File: src/hdl/out_path_pkg.sv
// Purpose: constants for the output path enable controller
// Assumes: 16-bit register port, 25 MHz system clock
// Notes: register indices are word addresses on the register port
// Behaviour
// - enable bits per path at fixed positions
// - status bits mirror enables, split over two registers
// - every path muted out of reset
// - charge pump runs automatically for paths 0-5
// - enable change on paths 0-7 starts pop-suppressed sequence
// - sequence completion offered as interrupt source
// - sequence status routed to general-purpose output
// - enable refused when clock cycles insufficient
// - refused enable leaves active paths untouched
// - refusal raises underclock error for irq/gpio
// - status shows which paths really came up
// - per-path mute bit, one mutes, resets one
package out_path_pkg;
  localparam int          NUM_PATHS       = 10;
  localparam logic [11:0] ENABLES_ADDR    = 12'h400;
  localparam logic [11:0] STATUS_HI_ADDR  = 12'h401;
  localparam logic [11:0] STATUS_LO_ADDR  = 12'h406;
  // per-path digital mute registers, indexed by path bit
  localparam logic [11:0] MUTE_ADDR [NUM_PATHS] = '{
    12'h415, 12'h411, 12'h41d, 12'h419, 12'h000,
    12'h421, 12'h429, 12'h425, 12'h431, 12'h42d};
  localparam int          MUTE_BIT        = 8;
  localparam logic [9:0]  VALID_MASK      = 10'h3ef;
  localparam logic [9:0]  STATUS_HI_MASK  = 10'h3c0;
  localparam logic [9:0]  STATUS_LO_MASK  = 10'h02f;
  localparam logic [9:0]  CPUMP_MASK      = 10'h02f;
  localparam logic [9:0]  POP_SEQ_MASK    = 10'h0ef;
  localparam logic [9:0]  ENABLE_RESET    = 10'h000;
  localparam logic [9:0]  MUTE_RESET      = 10'h3ff;
  localparam int          SYS_CLK_KHZ     = 25000;
  localparam int          SEQ_TIME_US     = 280;
  localparam int          SEQ_CYCLES      = SEQ_TIME_US * SYS_CLK_KHZ / 1000;
  localparam logic [7:0]  COST_ANALOGUE   = 8'h02;
  localparam logic [7:0]  COST_PDM        = 8'h01;
  typedef enum logic [1:0] {SEQ_IDLE, SEQ_CHECK, SEQ_RUN} seq_state_t;
endpackage : out_path_pkg

File: src/hdl/output_path_enable_control.sv
// Purpose: output path enable sequencing, status and mute control
// Assumes: register port synchronous to sys_clk_i, one access a cycle
// Notes: one path sequence at a time, lowest bit served first
`timescale 1ns/1ps
`default_nettype none
module output_path_enable_control #(
  parameter int SEQ_CYCLES = out_path_pkg::SEQ_CYCLES
) (
  input  wire logic        sys_clk_i,
  input  wire logic        rst_i,
  input  wire logic [11:0] reg_addr_i,
  input  wire logic [15:0] reg_wdata_i,
  input  wire logic        reg_wr_i,
  input  wire logic        reg_rd_i,
  output logic      [15:0] reg_rdata_o,
  input  wire logic [7:0]  system_core_clock_budget_i,
  output logic      [9:0]  path_on_o,
  output logic      [9:0]  path_mute_o,
  output logic             charge_pump_on_o,
  output logic             seq_busy_o,
  output logic             seq_done_o,
  output logic             underclock_o
);
  localparam int N = out_path_pkg::NUM_PATHS;

  function automatic logic [7:0] path_cost(input int idx);
    path_cost = (idx >= 8) ? out_path_pkg::COST_PDM
                           : out_path_pkg::COST_ANALOGUE;
  endfunction : path_cost

  function automatic logic [3:0] first_set(input logic [9:0] v);
    first_set = 4'h0;
    for (int i = N - 1; i >= 0; i--) begin
      if (v[i]) begin
        first_set = 4'(i);
      end
    end
  endfunction : first_set

  logic [9:0]               enable_ff, nxt_enable;
  logic [9:0]               state_ff, nxt_state;
  logic [9:0]               reject_ff, nxt_reject;
  logic [9:0]               mute_ff, nxt_mute;
  logic [15:0]              rdata_ff, nxt_rdata;
  out_path_pkg::seq_state_t seq_ff, nxt_seq;
  logic [3:0]               idx_ff, nxt_idx;
  logic [31:0]              cnt_ff, nxt_cnt;
  logic                     done_ff, nxt_done;
  logic                     uc_ff, nxt_uc;
  logic                     busy_ff, nxt_busy;
  logic                     cp_ff, nxt_cp;

  logic [9:0]  pending;
  logic [8:0]  load;
  logic [8:0]  need;
  logic [9:0]  wmask;

  always_comb begin
    nxt_enable = enable_ff;
    nxt_state  = state_ff;
    nxt_reject = reject_ff;
    nxt_mute   = mute_ff;
    nxt_rdata  = rdata_ff;
    nxt_seq    = seq_ff;
    nxt_idx    = idx_ff;
    nxt_cnt    = cnt_ff;
    nxt_done   = 1'b0;
    nxt_uc     = 1'b0;
    wmask      = 10'h000;
    load       = 9'h000;
    for (int i = 0; i < N; i++) begin
      if (state_ff[i]) begin
        load = load + {1'b0, path_cost(i)};
      end
    end
    need = load + {1'b0, path_cost(int'(idx_ff))};

    // register writes; reserved bits never stored
    if (reg_wr_i && reg_addr_i == out_path_pkg::ENABLES_ADDR) begin
      nxt_enable = reg_wdata_i[9:0] & out_path_pkg::VALID_MASK;
      // only a write that changes a refused path's enable bit lets it be tried again
      wmask = nxt_enable ^ enable_ff;
    end
    for (int i = 0; i < N; i++) begin
      if (out_path_pkg::VALID_MASK[i] && reg_wr_i &&
          reg_addr_i == out_path_pkg::MUTE_ADDR[i]) begin
        nxt_mute[i] = reg_wdata_i[out_path_pkg::MUTE_BIT];
      end
    end
    if (reg_rd_i) begin
      nxt_rdata = 16'h0000;
      if (reg_addr_i == out_path_pkg::ENABLES_ADDR) begin
        nxt_rdata = {6'h00, enable_ff};
      end else if (reg_addr_i == out_path_pkg::STATUS_HI_ADDR) begin
        nxt_rdata = {6'h00, state_ff & out_path_pkg::STATUS_HI_MASK};
      end else if (reg_addr_i == out_path_pkg::STATUS_LO_ADDR) begin
        nxt_rdata = {6'h00, state_ff & out_path_pkg::STATUS_LO_MASK};
      end
      for (int i = 0; i < N; i++) begin
        if (out_path_pkg::VALID_MASK[i] &&
            reg_addr_i == out_path_pkg::MUTE_ADDR[i]) begin
          nxt_rdata = 16'h0000;
          nxt_rdata[out_path_pkg::MUTE_BIT] = mute_ff[i];
        end
      end
    end

    pending = (enable_ff ^ state_ff) & ~reject_ff;
    unique case (seq_ff)
      out_path_pkg::SEQ_IDLE: begin
        if (|pending) begin
          nxt_idx = first_set(pending);
          nxt_seq = out_path_pkg::SEQ_CHECK;
        end
      end
      out_path_pkg::SEQ_CHECK: begin
        if (enable_ff[idx_ff] == state_ff[idx_ff]) begin
          nxt_seq = out_path_pkg::SEQ_IDLE;
        end else if (enable_ff[idx_ff] &&
                     need > {1'b0, system_core_clock_budget_i}) begin
          // refused: active paths keep running, status unchanged
          nxt_reject[idx_ff] = 1'b1;
          nxt_uc             = 1'b1;
          nxt_seq            = out_path_pkg::SEQ_IDLE;
        end else if (out_path_pkg::POP_SEQ_MASK[idx_ff]) begin
          nxt_cnt = 32'(SEQ_CYCLES - 1);
          nxt_seq = out_path_pkg::SEQ_RUN;
        end else begin
          nxt_state[idx_ff] = enable_ff[idx_ff];
          nxt_done          = 1'b1;
          nxt_seq           = out_path_pkg::SEQ_IDLE;
        end
      end
      out_path_pkg::SEQ_RUN: begin
        if (cnt_ff == 32'h0000_0000) begin
          // target taken at completion, so a late flip is honoured
          nxt_state[idx_ff] = enable_ff[idx_ff];
          nxt_done          = 1'b1;
          nxt_seq           = out_path_pkg::SEQ_IDLE;
        end else begin
          nxt_cnt = cnt_ff - 32'h0000_0001;
        end
      end
    endcase
    nxt_reject = (nxt_reject & ~wmask) & nxt_enable;
    nxt_busy   = (nxt_seq != out_path_pkg::SEQ_IDLE);
    // pump stays up while a pump-fed path is on or changing
    nxt_cp = |((nxt_state | ((nxt_seq == out_path_pkg::SEQ_RUN) ?
             (10'h001 << nxt_idx) : 10'h000)) &
             out_path_pkg::CPUMP_MASK);
  end

  always_ff @(posedge sys_clk_i or posedge rst_i) begin
    if (rst_i) begin
      enable_ff <= out_path_pkg::ENABLE_RESET;
      state_ff  <= out_path_pkg::ENABLE_RESET;
      reject_ff <= 10'h000;
      mute_ff   <= out_path_pkg::MUTE_RESET;
      rdata_ff  <= 16'h0000;
      seq_ff    <= out_path_pkg::SEQ_IDLE;
      idx_ff    <= 4'h0;
      cnt_ff    <= 32'h0000_0000;
      done_ff   <= 1'b0;
      uc_ff     <= 1'b0;
      busy_ff   <= 1'b0;
      cp_ff     <= 1'b0;
    end else begin
      enable_ff <= nxt_enable;
      state_ff  <= nxt_state;
      reject_ff <= nxt_reject;
      mute_ff   <= nxt_mute;
      rdata_ff  <= nxt_rdata;
      seq_ff    <= nxt_seq;
      idx_ff    <= nxt_idx;
      cnt_ff    <= nxt_cnt;
      done_ff   <= nxt_done;
      uc_ff     <= nxt_uc;
      busy_ff   <= nxt_busy;
      cp_ff     <= nxt_cp;
    end
  end

  assign reg_rdata_o      = rdata_ff;
  assign path_on_o        = state_ff;
  assign path_mute_o      = mute_ff;
  assign charge_pump_on_o = cp_ff;
  assign seq_busy_o       = busy_ff;
  assign seq_done_o       = done_ff;
  assign underclock_o     = uc_ff;
endmodule : output_path_enable_control
`default_nettype wire

File: config.mk
export PLATFORM = sky130hd
export DESIGN_NAME = output_path_enable_control
export DESIGN_NICKNAME = d
export VERILOG_FILES = /design/src/hdl/out_path_pkg.sv /design/src/hdl/output_path_enable_control.sv
export SDC_FILE = /design/constraint.sdc
export NUM_CORES = 1
export LEC_CHECK = 0
export ABC_AREA = 1
export BUFFER_PORTS_ARGS = -buffer_cell sky130_fd_sc_hd__buf_2
export CORE_ASPECT_RATIO = 0.5
export CORE_MARGIN = 2
export CORE_UTILIZATION = 56
export DETAILED_ROUTE_END_ITERATION = 8
export GPL_TIMING_DRIVEN = 0
export MAX_ROUTING_LAYER = met4
export PLACE_DENSITY = 0.77
export REMOVE_ABC_BUFFERS = 1
export SYNTH_ARGS = -nofsm -noshare
export SYNTH_HDL_FRONTEND = slang
export SYNTH_SLANG_ARGS = --single-unit
File: constraint.sdc
create_clock -name sys_clk_i -period 6.7 [get_ports sys_clk_i]
set_input_delay 0.335 -clock sys_clk_i [delete_from_list [all_inputs] [get_ports sys_clk_i]]
set_output_delay 0.335 -clock sys_clk_i [all_outputs]
set_load 0.01 [all_outputs]
==> results.sh <==
export IMPL_cp_slowest_cell="dfrtp_2"
export IMPL_hold_viol=0
export IMPL_period_needed_ns=6.29
export IMPL_leakage_nw=3.93
export IMPL_nets=1098
export IMPL_swShare=0.451
export IMPL_hold_ws_ns=0.0272
export IMPL_drc=0
export IMPL_syn2layout_area_growth_pct=13.3
export IMPL_r2r_end="cnt_ff[0]"
export IMPL_maxCapViolations=0
export IMPL_grt_pass1_wl_um=28400
export IMPL_pwr_share_comb=0.484
export IMPL_clock_latency_ns=0.35
export IMPL_seq_power_share=0.294
export IMPL_worst_setup_path_end_kind="flip-flop"
export IMPL_critical_path_most_common_cell="nand2_1"
export IMPL_regToRegStartpoint="path_on_o[0]"
export IMPL_die_x_um=160
export IMPL_maxSlewViolCount=0
export IMPL_totalWireLength_um=17200
export IMPL_grt_max_degree=53
export IMPL_slowest_delay_ns=0.44
export IMPL_dr_wl_met3_um=1340
export IMPL_finalPower_mw=2.27
export IMPL_power_internal_mw=1.25
export IMPL_p_sw_mw=1.02
export IMPL_dieArea_um2=13100
export IMPL_final_cell_mix="nand2_1, nor2_1, inv_1, dfrtp_1, buf_2"
export IMPL_routed_top_layer="met4"
export IMPL_cts_sinks=91
export IMPL_chipHeight_um=81.9
export IMPL_antenna_found_initial=0
export IMPL_drtIter0Drc=685
export IMPL_p_clk_frac=0.223
export IMPL_cts_hold_buf=0
export IMPL_layout_drive_gt1_share=0.171
export IMPL_gp_congestion=0.944
export IMPL_outcome="completed"
export IMPL_initial_core_util=0.575
export IMPL_final_common_cell="nand2_1"
export IMPL_clockBufferDepth=2
export IMPL_finalClockSkew_ns=0.00884
export IMPL_met1_length_um=7860
export IMPL_worst_pin_slew_ns=0.665
export IMPL_viasPerCell=5.48
export IMPL_rr_worst_depth=37
export IMPL_required_ns=6.92
export IMPL_ys_seq_elements=91
export IMPL_rsz0062_at_grt="true"
export IMPL_critPathLaunchType="flip-flop"
export IMPL_min_period_over_period=0.939
export IMPL_antenna_diode_count=0
export IMPL_vdd_drop_max_uv=192
export IMPL_coreArea_um2=11800
export IMPL_power_density_nw_per_um2=295
export IMPL_setup_worst_path_class="reg -> reg"
export IMPL_first_pass_iters=8
export IMPL_r2r_slack_ns=0.41
export IMPL_num_rows=28
export IMPL_path_max_fanout=20
export IMPL_finalSetupViolCount=0
export IMPL_syn_inst=962
export IMPL_fin_tns_setup_ns=0
export IMPL_critical_path_arrival_ns=6.51
export IMPL_max_slew_margin=0.554
export IMPL_crit_path_start="path_on_o[0]"
export IMPL_io_buffers=65
export IMPL_fmaxAchievable_mhz=159
export IMPL_ant_nets=0
export IMPL_dr_wl_met2_um=7800
export IMPL_htreeDepth=3
export IMPL_wire_per_inst_um=14.3
export IMPL_synth_warnings=0
export IMPL_seq_area_frac_synth=0.336
export IMPL_dp_hpwl_um=12800
export IMPL_path_clk_slew_ns=0.07
export IMPL_synth_area_um2=6800
export IMPL_hold_class="in -> async"
export IMPL_grt_use_total=0.279
export IMPL_synth_cell_types=54
export IMPL_io_pin_count=80
export IMPL_cts_tree="built"
export IMPL_overflow=0
export IMPL_vias=6593
export IMPL_first_global_vias=5880
export IMPL_syn_avg_cell_area_um2=7.07
export IMPL_cts_made_buffers=9
export IMPL_cts_root_buf="clkbuf_16"
==> Yosys cell counts, drive strengths merged <==
cell,count,area share
nand2,246,0.15
clkinv,1,0.00055
a21oi,40,0.030
inv,132,0.073
nor4,7,0.0064
conb,2,0.0011
nand3b,5,0.0055
o2111ai,2,0.0051
o21bai,1,0.0011
and2,1,0.00092
nand4,19,0.018
o21ai,73,0.054
nor3,10,0.0081
or2,12,0.011
mux2i,3,0.0044
a31oi,2,0.0018
a211oi,1,0.0011
dfstp,9,0.035
xnor2,9,0.012
xor2,22,0.028
a21o,1,0.0011
and3,1,0.00092
o22ai,11,0.010
nor2,140,0.081
buf,16,0.018
clkbuf,8,0.0044
ha,24,0.044
dfrtp,82,0.30
fa,1,0.0029
o32ai,1,0.0013
a22oi,4,0.0051
mux2,1,0.0017
o221ai,1,0.0013
nand3,48,0.039
nor3b,2,0.0022
o31ai,24,0.042
==> worst max-delay path: cells and delay by family, from the launching register on <==
kind,cells,cell delay [ns]
simple gates,20,2.42
fa+ha+maj,6,1.74
compound gates,5,0.81
buf+inv,5,0.62
flops,1,0.44
xor+xnor,1,0.11
==> stage by stage <==
stage	util	setup slack [ns]	instance area, um^2	instances
2_1_floorplan	-	0.335	6670	944
3_3_place_gp	0.608	-0.487	7200	1174
3_5_place_dp	0.616	-0.0365	7290	1177
4_1_cts	0.642	0.0398	7600	1194
5_1_grt	0.651	-0.0250	7710	1203
6_report	0.651	0.411	7710	1203
==> power by group through the flow <==
stage	logic (mW)	clock network, mW	registers [mW]
after global placement	0.890	0	0.672
after detailed placement	0.999	0	0.674
final	1.10	0.506	0.666
after floorplan	0.706	0	0.663
after CTS	1.03	0.520	0.664
after global routing	1.22	0.537	0.673
==> flip-flops by register name, summed over array words and instances, names as in the netlist, named ones only <==
register,flops
cnt_ff,32
path_mute_o,9
reg_rdata_o,10
underclock_o,1
idx_ff,4
seq_done_o,1
enable_ff,10
reject_ff,10
seq_busy_o,1
charge_pump_on_o,1
path_on_o,9
seq_ff,2
==> cell families (layout without fill, tap and decap cells) <==
logic type | count (synthesis) | in the layout | share of synthesized area
xor+xnor | 31 | 31 | 0.0399
mux | 4 | 4 | 0.00607
other cells | 2 | 8 | 0.00110
simple gates | 491 | 491 | 0.319
compound gates | 161 | 162 | 0.154
fa+ha+maj | 25 | 25 | 0.0471
flops | 91 | 91 | 0.336
buf+inv | 157 | 226 | 0.0964
==> layout make-up <==
type / count / area, um^2
Clock inverter: 7 / 68.8
Clock buffer: 9 / 225
Inverter: 133 / 512
Timing Repair Buffer: 77 / 495
Sequential cell: 91 / 2290
Fill cell: 1077 / 4130
Multi-Input combinational cell: 721 / 3910
Tap cell: 165 / 206
==> how the worst max path moves through the flow <==
stage | slack, ns | depth (start not counted) | endpoint
after floorplan | 0.34 | 35 | cnt_ff[10]
after global placement | -0.49 | 35 | cnt_ff[27]
after detailed placement | -0.04 | 36 | cnt_ff[0]
after CTS | 0.04 | 36 | cnt_ff[0]
after global routing | -0.02 | 35 | cnt_ff[28]
final | 0.41 | 37 | cnt_ff[0]
==> routing by layer <==
metal | up-vias | GRT usage
li1 | 3255 | -
met1 | 3050 | 0.364
met2 | 267 | 0.468
met3 | 21 | 0.0505
met4 | 0 | 0.0495
met5 | - | -
==> timing repair <==
| action | 4_1_cts | 5_1_grt |
|---|---|---|
| buffers inserted | 0 | 8 |
| pin swaps | 1 | 2 |
| gates cloned | 1 | 0 |
| setup endpoints to repair | 22 | 50 |
| resized for setup | 0 | 5 |
Note: power is estimated with default switching activity, not from simulation.
